`config.mk`:
```
export PLATFORM = sky130hd
export DESIGN_NAME = tsm_sensor
export DESIGN_NICKNAME = d
export VERILOG_FILES = /design/src/shared/tsm_pkg.sv /design/src/rtl/tsm_convert.sv /design/src/rtl/tsm_sensor.sv
export SDC_FILE = /design/constraint.sdc
export NUM_CORES = 1
export LEC_CHECK = 0
export BUFFER_PORTS_ARGS = -buffer_cell sky130_fd_sc_hd__buf_2
export CAP_MARGIN = 20
export CORE_ASPECT_RATIO = 0.5
export CORE_MARGIN = 2
export CORE_UTILIZATION = 23
export CTS_BUF_LIST = sky130_fd_sc_hd__clkbuf_4
export CTS_CLUSTER_DIAMETER = 80
export DETAILED_ROUTE_END_ITERATION = 6
export GPL_TIMING_DRIVEN = 1
export SLEW_MARGIN = 20
export SYNTH_ARGS = -nofsm -noshare
export SYNTH_HDL_FRONTEND = slang
export SYNTH_SLANG_ARGS = --single-unit
```
`constraint.sdc`:
```
create_clock -name clock -period 2.8 [get_ports clock]
set_clock_uncertainty 0.1 [all_clocks]
set_input_delay 0.42 -clock clock [delete_from_list [all_inputs] [get_ports clock]]
set_output_delay 0.42 -clock clock [all_outputs]
set_load 0.005 [all_outputs]
```
`src/shared/tsm_pkg.sv`:
```
// thermal sensor mode control: constants, carrier types
// assumes a 200 MHz system clock and synchronous smbus pin samples
package tsm_pkg;

	localparam logic [6:0] TSM_SMB_ADDR    = 7'h4e;
	localparam logic [7:0] TSM_CMD_CONFIG  = 8'h03;
	localparam logic [7:0] TSM_CMD_ONESHOT = 8'h0f;

	// sensor_configuration fields
	localparam int         TSM_CFG_MASK_BIT  = 7;
	localparam int         TSM_CFG_STBY_BIT  = 6;
	localparam logic [7:0] TSM_CFG_RESET     = 8'h00;
	localparam logic [7:0] TSM_CFG_WR_MASK   = 8'hc0;

	// conversion timing
	localparam int TSM_CLK_PERIOD_NS = 5;
	localparam int TSM_CONV_TIME_NS  = 10000;
	localparam int TSM_CONV_CYCLES   = TSM_CONV_TIME_NS / TSM_CLK_PERIOD_NS;

	typedef struct packed {
		logic signed [7:0] remote;
		logic signed [7:0] local_die;
	} tsm_temps_t;

	typedef struct packed {
		logic signed [7:0] upper;
		logic signed [7:0] lower;
	} tsm_limits_t;

	typedef struct packed {
		logic out;
		logic oe;
	} tsm_pin_drv_t;

endpackage

```
`src/rtl/tsm_convert.sv`:
```
// thermal sensor mode control: conversion sequencer
// assumes the adc words on raw are valid whenever sampled
module tsm_convert (
	input  wire logic               clock,
	input  wire logic               reset,
	input  wire logic               standby,
	input  wire logic               one_shot,
	input  wire tsm_pkg::tsm_temps_t raw,
	output logic                    busy,
	output tsm_pkg::tsm_temps_t     result
);

	typedef struct packed {
		logic                busy;
		logic                stby_p;
		logic [15:0]         cnt;
		tsm_pkg::tsm_temps_t res;
	} tsm_conv_t;

	localparam logic [15:0] LAST = 16'(tsm_pkg::TSM_CONV_CYCLES - 1);

	tsm_conv_t s_q;
	tsm_conv_t s_d;

	always_comb begin
		s_d = s_q;
		s_d.stby_p = standby;
		if (s_q.busy) begin
			if (s_q.cnt == LAST) begin
				s_d.res = raw;
				s_d.cnt = 16'h0000;
				s_d.busy = !standby;
			end else begin
				s_d.cnt = s_q.cnt + 16'h0001;
			end
		end
		if (standby && !s_q.stby_p) begin
			// abandon the cycle in flight; result keeps last value unless that cycle reaches LAST here
			s_d.busy = 1'b0;
			s_d.cnt = 16'h0000;
		end else if (!standby && !s_q.busy) begin
			s_d.busy = 1'b1;
		end else if (standby && one_shot && !s_q.busy) begin
			s_d.busy = 1'b1;
			s_d.cnt = 16'h0000;
		end
	end

	always_ff @(posedge clock) begin
		if (reset) begin
			s_q <= '0;
		end else begin
			s_q <= s_d;
		end
	end

	assign busy = s_q.busy;
	assign result = s_q.res;
endmodule

```
`src/rtl/tsm_sensor.sv`:
```
// thermal sensor mode control: smbus target, configuration, alert
// assumes smbus pins sampled synchronously, wired-and resolved outside
//
// Contract
// - target answers only at 7-bit address 1001110; host uses that address.
// - config bit 6 resets to 0; while 0, conversions run continuously.
// - writing bit 6 to 1 aborts the running conversion and enters standby.
// - in standby, a one-shot command performs one conversion; one sent while a conversion runs is ignored.
// - config bit 7 resets to 0; while 1, alert stays deasserted.
// - bits 5-0 reserved, reset 0; host writes zero, ignores on read.
// - alert asserts when either temperature lies outside the thresholds.
module tsm_sensor (
	input  wire logic                 clock,
	input  wire logic                 reset,
	input  wire logic                 smb_clk,
	input  wire logic                 smb_data,
	output logic                      smb_data_val,
	output logic                      smb_data_oe,
	output logic                      alert_n_val,
	output logic                      alert_n_oe,
	input  wire tsm_pkg::tsm_temps_t  raw_temps,
	input  wire tsm_pkg::tsm_limits_t limits,
	output tsm_pkg::tsm_temps_t       temps,
	output logic                      converting
);

	typedef enum logic [8:0] {
		S_IDLE = 9'h001,
		S_ADDR = 9'h002,
		S_AACK = 9'h004,
		S_CMD  = 9'h008,
		S_CACK = 9'h010,
		S_DATA = 9'h020,
		S_DACK = 9'h040,
		S_RD   = 9'h080,
		S_RACK = 9'h100
	} tsm_state_t;

	typedef struct packed {
		tsm_state_t  st;
		logic [3:0]  cnt;
		logic [7:0]  sh;
		logic [7:0]  cmd;
		logic        rw;
		logic [7:0]  cfg;
		logic        oe;
		logic        scl_p;
		logic        sda_p;
		logic        shot;
		logic        alert;
	} tsm_smb_t;

	tsm_smb_t            s_q;
	tsm_smb_t            s_d;
	tsm_pkg::tsm_temps_t res;
	logic                busy;
	logic                scl_rise;
	logic                scl_fall;
	logic                start_ev;
	logic                stop_ev;
	logic                out_of_range;

	function automatic logic outside(input logic signed [7:0] t,
			input tsm_pkg::tsm_limits_t l);
		outside = (t > l.upper) || (t < l.lower);
	endfunction

	////////////////////////////////////////////////////////////////////////
	// bus edge detection on synchronous samples

	assign scl_rise = smb_clk && !s_q.scl_p;
	assign scl_fall = !smb_clk && s_q.scl_p;
	assign start_ev = smb_clk && s_q.scl_p && s_q.sda_p && !smb_data;
	assign stop_ev  = smb_clk && s_q.scl_p && !s_q.sda_p && smb_data;

	assign out_of_range = outside(res.remote, limits) || outside(res.local_die, limits);

	////////////////////////////////////////////////////////////////////////
	// target state machine

	always_comb begin
		s_d = s_q;
		s_d.scl_p = smb_clk;
		s_d.sda_p = smb_data;
		s_d.shot = 1'b0;
		s_d.alert = out_of_range && !s_q.cfg[tsm_pkg::TSM_CFG_MASK_BIT];
		if (start_ev) begin
			s_d.st = S_ADDR;
			s_d.cnt = 4'h0;
			s_d.oe = 1'b0;
		end else if (stop_ev) begin
			s_d.st = S_IDLE;
			s_d.oe = 1'b0;
		end else if (scl_rise) begin
			if (s_q.st == S_ADDR || s_q.st == S_CMD || s_q.st == S_DATA) begin
				s_d.sh = {s_q.sh[6:0], smb_data};
				s_d.cnt = s_q.cnt + 4'h1;
			end else if (s_q.st == S_RD) begin
				s_d.cnt = s_q.cnt + 4'h1;
			end
		end else if (scl_fall) begin
			case (s_q.st)
				S_ADDR: begin
					if (s_q.cnt == 4'h8) begin
						if (s_q.sh[7:1] == tsm_pkg::TSM_SMB_ADDR) begin
							s_d.st = S_AACK;
							s_d.rw = s_q.sh[0];
							s_d.oe = 1'b1;
						end else begin
							s_d.st = S_IDLE;
						end
					end
				end
				S_AACK: begin
					s_d.cnt = 4'h0;
					if (s_q.rw) begin
						// reads return the configuration only after its command
						s_d.sh = (s_q.cmd == tsm_pkg::TSM_CMD_CONFIG) ? s_q.cfg : 8'h00;
						s_d.oe = (s_q.cmd == tsm_pkg::TSM_CMD_CONFIG) ? !s_q.cfg[7] : 1'b1;
						s_d.st = S_RD;
					end else begin
						s_d.oe = 1'b0;
						s_d.st = S_CMD;
					end
				end
				S_CMD: begin
					if (s_q.cnt == 4'h8) begin
						s_d.cmd = s_q.sh;
						s_d.oe = 1'b1;
						s_d.st = S_CACK;
						// request is dropped by the sequencer outside standby
						s_d.shot = (s_q.sh == tsm_pkg::TSM_CMD_ONESHOT);
					end
				end
				S_CACK: begin
					s_d.oe = 1'b0;
					s_d.cnt = 4'h0;
					s_d.st = S_DATA;
				end
				S_DATA: begin
					if (s_q.cnt == 4'h8) begin
						s_d.oe = 1'b1;
						s_d.st = S_DACK;
						if (s_q.cmd == tsm_pkg::TSM_CMD_CONFIG) begin
							s_d.cfg = s_q.sh & tsm_pkg::TSM_CFG_WR_MASK;
						end
					end
				end
				S_DACK: begin
					// further bytes go unacknowledged
					s_d.oe = 1'b0;
					s_d.st = S_IDLE;
				end
				S_RD: begin
					if (s_q.cnt == 4'h8) begin
						s_d.oe = 1'b0;
						s_d.st = S_RACK;
					end else begin
						s_d.sh = {s_q.sh[6:0], 1'b0};
						s_d.oe = !s_q.sh[6];
					end
				end
				S_RACK: begin
					s_d.st = S_IDLE;
				end
				S_IDLE: begin
					s_d.oe = 1'b0;
				end
				default: begin
					s_d.st = S_IDLE;
					s_d.oe = 1'b0;
				end
			endcase
		end
	end

	always_ff @(posedge clock) begin
		if (reset) begin
			s_q <= '0;
			s_q.st <= S_IDLE;
			s_q.cfg <= tsm_pkg::TSM_CFG_RESET;
			s_q.scl_p <= 1'b1;
			s_q.sda_p <= 1'b1;
		end else begin
			s_q <= s_d;
		end
	end

	tsm_convert u_convert (
		.clock    (clock),
		.reset    (reset),
		.standby  (s_q.cfg[tsm_pkg::TSM_CFG_STBY_BIT]),
		.one_shot (s_q.shot),
		.raw      (raw_temps),
		.busy     (busy),
		.result   (res)
	);

	assign smb_data_val = 1'b0;
	assign smb_data_oe = s_q.oe;
	assign alert_n_val = 1'b0;
	assign alert_n_oe = s_q.alert;
	assign temps = res;
	assign converting = busy;
endmodule

```
==> results.py, run 1 <==
metrics = {
    "outcome": {
        "status": "complete, no violations",
    },
    "power_and_ir_drop": {
        "switching_share": 0.2682,
        "p_comb_frac": 0.096,
        "pwr-share-clk": 0.349,
        "power_frac_seq": 0.555,
        "switching_power_mw": 0.4978,
        "powerDensity_nw_per_um2": 383.9,
        "peakVddDrop_mv": 0.1631,
        "p_leak_nw": 1.942,
        "p_int_mw": 1.358,
    },
    "synth": {
        "syn_avg_cell_area_um2": 8.743,
        "synth_compound_area_frac": 0.1152,
        "yosysWarnings": 0,
        "synthFlopType": "dfxtp_1",
        "synth_edf_count": 0,
        "yosysUniqueCellTypes": 65,
        "ys_seq_area_frac": 0.3298,
        "synth.top_cell.area_share": 0.3298,
        "synth_fa_ha_area_frac": 0.1074,
        "synth_area_leaders": "dfxtp_1 (33%), ha_1 (11%), mux2i_1 (8.6%)",
        "yosys.area_share.simple": 0.2403,
        "syn_inst": 493,
        "yosys.area_share.xor_xnor": 0.03657,
        "synth_area_um2": 4310,
        "async_flop_share": 0,
        "yosysTopAreaCell": "dfxtp_1",
        "muxShareOfSynthArea": 0.08592,
        "synth_top_family_by_area": "simple AND/OR/NAND/NOR gates",
        "ys_ff_latch": 71,
    },
    "timing": {
        "tightest_slew_ns": 0.6669,
        "slew_headroom": 0.5530,
        "fmax_ghz": 0.3865,
        "fin_crit_ns": 2.587,
        "slew_viol_final": 0,
        "rsz0062_at_grt": "no",
        "hold_viol": 0,
        "setup_viol": 0,
        "fin_crit_sh": 0.9239,
        "finalSetupTns_ns": 0,
    },
    "floorplanning": {
        "die_w_um": 197.6,
        "rows": 35,
        "ios": 57,
        "dieArea_um2": 19920,
        "fp.coreArea_um2": 18390,
        "initial_core_util": 0.2344,
        "die_h_um": 100.8,
    },
    "worst_hold_path": {
        "hp-class": "in2reg",
    },
    "clock_tree": {
        "clock_sinks": 71,
        "cts_resized": 0,
        "post_cts_buffers": 0,
        "cts_hold_buf": 0,
        "root_buffer": "clkbuf_4",
        "clock_insertion_delay_worst_skew_ns": 0.43,
        "cts_tree": "built",
        "numCtsBuffers": 9,
        "cts_htree_levels": 3,
        "cts_max_path_buffers": 2,
        "path_clk_slew_ns": 0.12,
    },
    "grt": {
        "grt_pass1_wl_mm": 16.75,
        "grt_pass1_vias": 3523,
        "grt_max_degree": 30,
        "overflow": 0,
        "antenna_found_initial": 0,
        "grt_usage": 0.1035,
    },
    "critical_path": {
        "criticalPathCategory": "reg2reg",
        "critPathMaxFanout": 15,
        "end_kind": "flip-flop",
        "worstPathArrival_ns": 2.79,
        "critPathLaunchType": "flip-flop",
        "critical_path_required_ns": 3.00,
    },
    "final_layout": {
        "multiInputGateArea_um2": 2534,
        "final_cell_area_um2": 4836,
        "fin_cells": 778,
        "drive_gt1_frac": 0.1970,
        "nNetsFinal": 607,
        "diodes": 0,
        "area_delta_synth_final_pct": 12.19,
        "register_area_um2": 1421,
        "fin_util": 0.2629,
        "num-fill-cells": 1988,
    },
    "routing": {
        "first_iter_violations": 300,
        "drc": 0,
        "antenna_left": 0,
        "via_per_inst": 4.596,
        "vias": 3576,
        "first_pass_iters": 4,
        "wl_mm": 9.932,
        "drt-wirelength-per-cell_um": 12.77,
    },
    "job": {
        "max_cap_violations": 0,
    },
    "placed_design": {
        "dp.cells": 763,
        "place_congestion": 0.8658,
        "port_buffers": 54,
        "place_area_um2": 4706,
        "dp.final_hpwl_mm": 7.544,
    },
}
## metal layers
layer	vias to the layer above	GRT usage	part of all wire
li1	1807	-	-
met1	1687	0.1364	0.51
met2	74	0.1717	0.44
met3	8	0.02108	0.035
met4	0	0.03065	0.011
met5	-	0	0
## final timing paths
| kind | slack, ns | endpoint | depth (start not counted) | start |
|---|---|---|---|---|
| setup / recovery | 0.21 | s_q[29]$_SDFFE_PP0P_ | 6 | s_q[41]$_SDFFE_PP0P_ |
| hold / removal | 0.12 | u_convert.result[1]$_SDFFE_PP0P_ | 3 | raw_temps[1] |
| setup reg to reg | 0.21 | s_q[29]$_SDFFE_PP0P_ | 6 | s_q[41]$_SDFFE_PP0P_ |
| hold reg to reg | 0.38 | s_q[33]$_SDFFE_PP0P_ | 1 | s_q[33]$_SDFFE_PP0P_ |
## power by group through the flow
stage | clock, mW | sequential [mW] | combinational, mW
detailed placement | 0 | 1.05 | 0.176
floorplan | 0 | 1.05 | 0.121
finish | 0.647 | 1.03 | 0.178
CTS | 0.677 | 1.03 | 0.178
global route | 0.714 | 1.03 | 0.200
global placement | 0 | 1.05 | 0.173
## placed cells by master (no fill, tap or decap), types with 4 or more instances in the layout
cell      instances
mux2i_1          37
nand2b_1          5
clkbuf_4          9
nand3b_1          5
nand3_1          12
nor2b_1          11
nor3_1           12
o21ai_2           5
a31oi_1           4
or2_2             5
xor2_1           11
and4_1            5
ha_1             37
dfxtp_1          71
buf_4             9
buf_2            54
xnor2_1           7
a21oi_1           7
nand2_1          28
inv_1            30
nand4_1          13
nor4_1            5
nor2_1           69
and3_1            4
o21ai_0          21
## layout make-up
cell class / instances / share of cell area
Inverter: 30 / 0.02329
Sequential cell: 71 / 0.2939
Multi-Input combinational cell: 359 / 0.5239
Tap cell: 240 / 0.06210
Clock inverter: 6 / 0.01294
Clock buffer: 9 / 0.01397
Timing Repair Buffer: 63 / 0.06986
## sequential cells by signal, summed over array words and instances (netlist names)
name,count
u_convert.s_q,17
alert_n_oe,1
u_convert.busy,1
s_q,35
smb_data_oe,1
u_convert.result,16
## cells in the mapped netlist (3+ instances only)
| cell | number |
|---|---|
| ha_1 | 37 |
| nand3_1 | 12 |
| and3_1 | 4 |
| o21ai_0 | 21 |
| and4_1 | 5 |
| buf_2 | 3 |
| nor3_2 | 3 |
| dfxtp_1 | 71 |
| o21ai_2 | 5 |
| nand4_1 | 13 |
| inv_1 | 30 |
| a21oi_1 | 7 |
| or2_2 | 5 |
| mux2i_1 | 37 |
| nand2b_1 | 5 |
| clkbuf_8 | 3 |
| nor3_1 | 12 |
| nor2_1 | 70 |
| buf_4 | 18 |
| nor2b_1 | 11 |
| nor4_1 | 5 |
| o2111ai_1 | 3 |
| nand3b_1 | 5 |
| a311oi_1 | 3 |
| a31oi_1 | 4 |
| nor4b_1 | 3 |
| nand2_1 | 28 |
| clkbuf_1 | 7 |
| xor2_1 | 11 |
| xnor2_1 | 7 |
## metrics by stage
step                worst slack (ns)  power [mW]  hold slack (ns)
CTS                           0.2218       1.886          0.08354
floorplan                     0.4203       1.171           0.3358
global route                 0.09653       1.948           0.1044
global placement              0.2529       1.227           0.3595
finish                        0.2130       1.856           0.1179
detailed placement            0.2572       1.230           0.3564
## logic make-up (layout without fill, tap and decap cells)
group | count (synthesis) | after routing
other cells | 1 | 2
fa+ha+maj | 37 | 37
flops | 71 | 71
simple gates | 196 | 196
compound gates | 69 | 69
mux | 37 | 37
buf+inv | 64 | 108
xor+xnor | 18 | 18
## worst max-delay path, stage by stage (launching register included)
cell and delay (ns):
dfxtp_1 0.41, or4_4 0.51, or2_4 0.27, or3_1 0.32, a221o_2 0.55, a221oi_2 0.25
nor3_2 0.06
(Power assumes the default switching activity.)
==> run 2, diff against run 1 <==
--- a/config.mk
+++ b/config.mk
@@ -7,14 +7,13 @@
 export LEC_CHECK = 0
 export BUFFER_PORTS_ARGS = -buffer_cell sky130_fd_sc_hd__buf_2
 export CAP_MARGIN = 20
-export CORE_ASPECT_RATIO = 0.5
 export CORE_MARGIN = 2
 export CORE_UTILIZATION = 23
 export CTS_BUF_LIST = sky130_fd_sc_hd__clkbuf_4
 export CTS_CLUSTER_DIAMETER = 80
 export DETAILED_ROUTE_END_ITERATION = 6
-export GPL_TIMING_DRIVEN = 1
 export SLEW_MARGIN = 20
 export SYNTH_ARGS = -nofsm -noshare
 export SYNTH_HDL_FRONTEND = slang
+export SYNTH_HIERARCHICAL = 1
 export SYNTH_SLANG_ARGS = --single-unit
==> run 2 against run 1 <==
Clock power up 13%. Via count down 1.8%. Clock-buffer cell count up 2. Critical endpoint is now s_q[11]$_SDFFE_PP0P_. Critical path type unchanged. Largest cell class unchanged. First-iteration DRC count down 63%. Largest power group unchanged. Die area down 0.98%. Combinational power up 7%. Highest routed layer unchanged. Non-clock buffer count down 3.
==> results.py, run 2 <==
metrics = {
    "critical_path": {
        "cpMostUsedCell": "nor2_1",
        "critPathMaxFanout": 7,
        "end_kind": "flip-flop",
        "critPathLaunchType": "flip-flop",
        "cp_slowest_cell": "nor3_1",
        "critPathMaxStageDelay_ns": 0.40,
        "critical_path_required_ns": 3.01,
        "worstPathArrival_ns": 2.40,
        "criticalPathCategory": "reg2reg",
        "crit_path_cell_trace": "inv_1 -> ha_1 -> nand2_1 -> nor2_1 -> nand3_1 -> nor3_1 -> mux2i_1 -> nor2_1",
    },
    "timing": {
        "setup_viol": 0,
        "fin_crit_ns": 2.189,
        "holdWs_ns": 0.1264,
        "slew_headroom": 0.5767,
        "fmax_ghz": 0.4569,
        "fin_crit_sh": 0.7817,
        "rsz0062_at_grt": "no",
        "slew_viol_final": 0,
        "finalSetupTns_ns": 0,
        "fin_ws_ns": 0.6112,
        "hold_viol": 0,
        "tightest_slew_ns": 0.6334,
    },
    "clock_tree": {
        "path_clk_slew_ns": 0.11,
        "numCtsBuffers": 9,
        "cts_resized": 0,
        "cts_tree": "built",
        "post_cts_buffers": 0,
        "cts_max_path_buffers": 2,
        "clock_insertion_delay_worst_skew_ns": 0.43,
        "cts_hold_buf": 0,
        "root_buffer": "clkbuf_4",
        "cts_htree_levels": 3,
        "clock_sinks": 71,
    },
    "final_layout": {
        "drive_gt1_frac": 0.1609,
        "final_cell_area_um2": 4821,
        "mostFrequentLayoutCells": "dfxtp_1 (71), buf_2 (54), nand2_1 (53)",
        "nNetsFinal": 615,
        "area_delta_synth_final_pct": 12.59,
        "fin_cells": 777,
        "largest_reg_flops": 35,
        "fin_util": 0.2666,
        "layout_commonest_cell": "dfxtp_1",
        "regMostFlops": "s_q",
    },
    "grt": {
        "grt_max_degree": 34,
        "grt_pass1_vias": 3257,
        "grt_usage": 0.1020,
        "grt_pass1_wl_mm": 16.18,
        "antenna_found_initial": 1,
        "overflow": 0,
    },
    "synth": {
        "yosys.cell_count.top_type": "dfxtp_1",
        "syn_inst": 504,
        "syn_avg_cell_area_um2": 8.495,
        "yosysUniqueCellTypes": 60,
        "synthTopCellsByCount": "dfxtp_1 (71), nand2_1 (53), nor2_1 (46)",
        "yosysWarnings": 6,
        "synth_area_leaders": "dfxtp_1 (33%), ha_1 (11%), mux2i_1 (8.4%)",
        "synth.top_cell.area_share": 0.3320,
        "async_flop_share": 0,
        "ys_seq_area_frac": 0.3320,
        "ys_ff_latch": 71,
        "synthFlopType": "dfxtp_1",
        "yosysTopAreaCell": "dfxtp_1",
        "synth_area_um2": 4282,
        "synth_edf_count": 0,
    },
    "outcome": {
        "status": "complete, no violations",
    },
    "floorplanning": {
        "initial_core_util": 0.2367,
        "fp.coreArea_um2": 18090,
        "rows": 49,
        "die_w_um": 140.4,
        "dieArea_um2": 19720,
        "ios": 57,
        "die_h_um": 140.4,
    },
    "worst_hold_path": {
        "hp-class": "in2reg",
    },
    "power_and_ir_drop": {
        "powerDensity_nw_per_um2": 406.0,
        "peakVddDrop_mv": 0.2109,
        "total_power_mw": 1.957,
        "p_leak_nw": 1.935,
    },
    "routing": {
        "vias": 3512,
        "drt-wirelength-per-cell_um": 12.51,
        "via_per_inst": 4.520,
        "antenna_left": 0,
        "first_pass_iters": 4,
        "wl_mm": 9.720,
        "first_iter_violations": 112,
        "drc": 0,
    },
    "placed_design": {
        "dp.final_hpwl_mm": 7.369,
        "dp.cells": 760,
        "place_congestion": 0.8505,
        "port_buffers": 54,
        "place_area_um2": 4663,
        "preCtsSetupSlack_ns": 0.6288,
    },
    "job": {
        "max_cap_violations": 0,
    },
}
## run 2: changes by cell type in the layout (fill, tap and decap cells not counted), moves of 5 or more
cell	before	now
nand2_1	28	53
nor2_1	69	46
a21oi_1	7	16
inv_1	30	37
o211ai_1	0	7
o21ai_2	5	0
## run 2: per-layer routing
layer | track usage | routed length (um) | vias up | share of wire
li1 | - | - | 1823 | -
met1 | 0.1373 | 4873 | 1632 | 0.50
met2 | 0.1551 | 4414 | 47 | 0.45
met3 | 0.02974 | 303 | 10 | 0.031
met4 | 0.03668 | 128 | 0 | 0.013
met5 | 0 | 0 | - | 0
## run 2: logic make-up (layout without fill, tap and decap cells)
logic type      Yosys count  after routing  share of synthesized area
buf+inv                  72            114                    0.08562
simple gates            200            200                     0.2472
fa+ha+maj                37             37                     0.1081
mux                      37             37                    0.08679
compound gates           69             69                     0.1046
xor+xnor                 17             17                    0.03478
other cells               1              3                  0.0008758
flops                    71             71                     0.3320
## run 2: worst paths after layout
check / start / endpoint / slack [ns] / depth (start not counted)
min reg2reg: s_q[33]$_SDFFE_PP0P_ / s_q[33]$_SDFFE_PP0P_ / 0.37 / 1
min: raw_temps[12] / u_convert/result[12]$_SDFFE_PP0P_ / 0.13 / 3
max: s_q[30]$_SDFFE_PP0P_ / s_q[11]$_SDFFE_PP0P_ / 0.61 / 8
max reg2reg: s_q[30]$_SDFFE_PP0P_ / s_q[11]$_SDFFE_PP0P_ / 0.61 / 8
## run 2: layout make-up
cell class	count	area [um2]
fillers	1944	13270
repair buffers	60	315.3
inverters	38	142.6
clock buffers	11	82.58
well taps	229	286.5
clock inverters	5	72.57
flip-flops and latches	71	1421
multi-input cells	362	2497
diodes	1	2.502
## run 2: critical path: cells and delay by family (launching register included)
| kind | cells | cell delay [ns] |
|---|---|---|
| AND/OR/NAND/NOR | 5 | 1.13 |
| flip-flops | 1 | 0.35 |
| multiplexers | 1 | 0.23 |
| adder cells (fa/ha/maj) | 1 | 0.15 |
| buffers and inverters | 1 | 0.09 |
## run 2: power by group
group | leakage (nW) | internal, mW | switching, mW
clock | 0.0859 | 0.376 | 0.357
sequential | 0.574 | 1.02 | 0.0141
combinational | 1.28 | 0.0817 | 0.108
total | 1.94 | 1.48 | 0.479
==> run 3, diff against run 2 <==
==> constraint.sdc (replaced) <==
create_clock -name clock -period 2 [get_ports clock]
set_clock_uncertainty 0.1 [all_clocks]
set_input_delay 0.3 -clock clock [delete_from_list [all_inputs] [get_ports clock]]
set_output_delay 0.3 -clock clock [all_outputs]
set_load 0.005 [all_outputs]
==> run 3 against run 2 <==
Sequential share of layout area shrank 3.2 points. Non-clock buffer count increased by 62. Hold slack got worse by 0.047 ns. Global-route usage up 0.49 points. Utilization increased by 3.5 points. Register-to-register slack lost 0.56 ns. Sequential power grew 41%. Highest routed layer unchanged.
==> results.py, run 3 (synthesis gave the netlist of run 2 again) <==
metrics = {
    "grt": {
        "antenna_found_initial": 1,
        "grt_usage": 0.1069,
        "grt_pass1_wl_mm": 16.82,
        "grt_util_met2": 0.1667,
        "grt-busiest-layer": "met2",
        "use_met3": 0.03316,
        "grt_pass1_vias": 3466,
        "overflow": 0,
        "use_met1": 0.1406,
        "grt_max_degree": 33,
    },
    "timing": {
        "tightest_slew_ns": 0.5334,
        "fin_crit_sh": 0.9761,
        "fmax_ghz": 0.5122,
        "rsz0062_at_grt": "yes",
        "fin_crit_ns": 1.952,
        "holdWs_ns": 0.07913,
        "fin_ws_ns": 0.04776,
        "slew_headroom": 0.6428,
        "hold_viol": 0,
        "slew_viol_final": 0,
        "setup_viol": 0,
    },
    "floorplanning": {
        "dieArea_um2": 19720,
        "ios": 57,
        "fp.coreArea_um2": 18090,
        "die_w_um": 140.4,
        "initial_core_util": 0.2367,
        "rows": 49,
        "die_h_um": 140.4,
    },
    "clock_tree": {
        "clock_insertion_delay_worst_skew_ns": 0.46,
        "numCtsBuffers": 9,
        "cts_max_path_buffers": 2,
        "root_buffer": "clkbuf_4",
        "path_clk_slew_ns": 0.11,
        "cts_htree_levels": 3,
        "cts_tree": "built",
        "clock_sinks": 71,
    },
    "critical_path": {
        "r2r-end": "s_q[35]$_SDFFE_PP0P_",
        "end_kind": "flip-flop",
        "r2r_setup_slack_ns": 0.05,
        "r2r_cells": 8,
        "critPathLaunchType": "flip-flop",
        "critPathMaxFanout": 7,
        "worstSetupStartpoint": "s_q[34]$_SDFFE_PP1P_",
        "criticalPathCategory": "reg2reg",
        "worstPathArrival_ns": 2.23,
        "timing.rr.start": "s_q[34]$_SDFFE_PP1P_",
        "critical_path_required_ns": 2.28,
    },
    "final_layout": {
        "fin_util": 0.3020,
        "num-fill-cells": 1883,
        "regMostFlops": "s_q",
        "largest_reg_flops": 35,
        "drive_gt1_frac": 0.2594,
        "mostFrequentLayoutCells": "dfxtp_1 (60), buf_2 (55), nand2_1 (51)",
        "layout_commonest_cell": "dfxtp_1",
        "area_delta_synth_final_pct": 27.56,
        "nNetsFinal": 677,
        "final_cell_area_um2": 5461,
    },
    "routing": {
        "drt-wirelength-per-cell_um": 12.57,
        "vias": 3807,
        "first_pass_iters": 4,
        "via_per_inst": 4.538,
        "antenna_left": 0,
        "first_iter_violations": 255,
        "drc": 0,
        "wl_mm": 10.55,
    },
    "worst_hold_path": {
        "min_to": "s_q[2]$_SDFF_PP1_",
        "hold-path-cell-count": 2,
        "hold_start": "smb_data",
        "hp-class": "in2reg",
    },
    "outcome": {
        "status": "complete, no violations",
    },
    "placed_design": {
        "place_congestion": 0.8697,
        "place_area_um2": 4946,
        "port_buffers": 54,
        "dp.final_hpwl_mm": 7.889,
        "preCtsSetupSlack_ns": -0.02198,
    },
    "power_and_ir_drop": {
        "peakVddDrop_mv": 0.2150,
        "p_leak_nw": 2.256,
        "powerDensity_nw_per_um2": 525.6,
    },
    "job": {
        "max_cap_violations": 0,
    },
}
[run 3: worst max-delay path by stage]
stage	slack (ns)	to	cells past startpoint
after floorplan	0.08	s_q[37]$_SDFFE_PP0P_	9
after global placement	-0.009	alert_n_oe$_SDFF_PP0_	9
after detailed placement	-0.02	s_q[33]$_SDFFE_PP0P_	8
after CTS	0.008	s_q[35]$_SDFFE_PP0P_	8
after global routing	-0.05	s_q[35]$_SDFFE_PP0P_	8
final	0.05	s_q[35]$_SDFFE_PP0P_	8
[run 3: stage by stage]
step | instances | power, mW | setup TNS [ns]
finish | 839 | 2.871 | 0
detailed placement | 796 | 1.778 | -0.03739
CTS | 829 | 2.895 | 0
global route | 839 | 3.012 | -0.1834
floorplan | 505 | 1.661 | 0
global placement | 796 | 1.777 | -0.009377
[run 3: cell type report]
cell class / count / area, um2 / area share
tap: 229 / 286.5 / 0.05246
multi-input combinational: 362 / 2574 / 0.4712
timing repair buffer: 122 / 853.3 / 0.1562
inverter: 38 / 142.6 / 0.02612
antenna: 1 / 2.502 / 0.0004582
clock inverter: 7 / 97.59 / 0.01787
clock buffer: 9 / 67.56 / 0.01237
sequential: 71 / 1438 / 0.2632
[run 3: worst max-delay path: stages (launching register included)]
cell and delay [ns]:
dfxtp_2 0.34, nor3_2 0.16, buf_4 0.17, nand4_1 0.15, o21ai_2 0.21, a221oi_2 0.06
buf_4 0.16, or4_4 0.47, o21ai_1 0.08
[run 3: what timing repair did]
| action | in CTS | in global routing |
|---|---|---|
| endpoints found under the setup margin | 4 | 29 |
| pin swaps | 0 | 8 |
| gates cloned | 0 | 1 |
| hold buffers | 17 | 0 |
| hold endpoints to repair | 17 | 0 |
| gates resized for setup | 1 | 38 |
| setup buffers | 0 | 8 |
[run 3: where the power goes]
part / internal, mW / switching [mW]
registers: 1.43 / 0.0172
logic: 0.182 / 0.179
clock network: 0.507 / 0.556
total: 2.12 / 0.752
[run 3: layer usage]
layer  up-vias  part of all wire
li1       1955                 -
met1      1767              0.49
met2        71              0.45
met3        14             0.044
met4         0             0.017
met5         -                 0
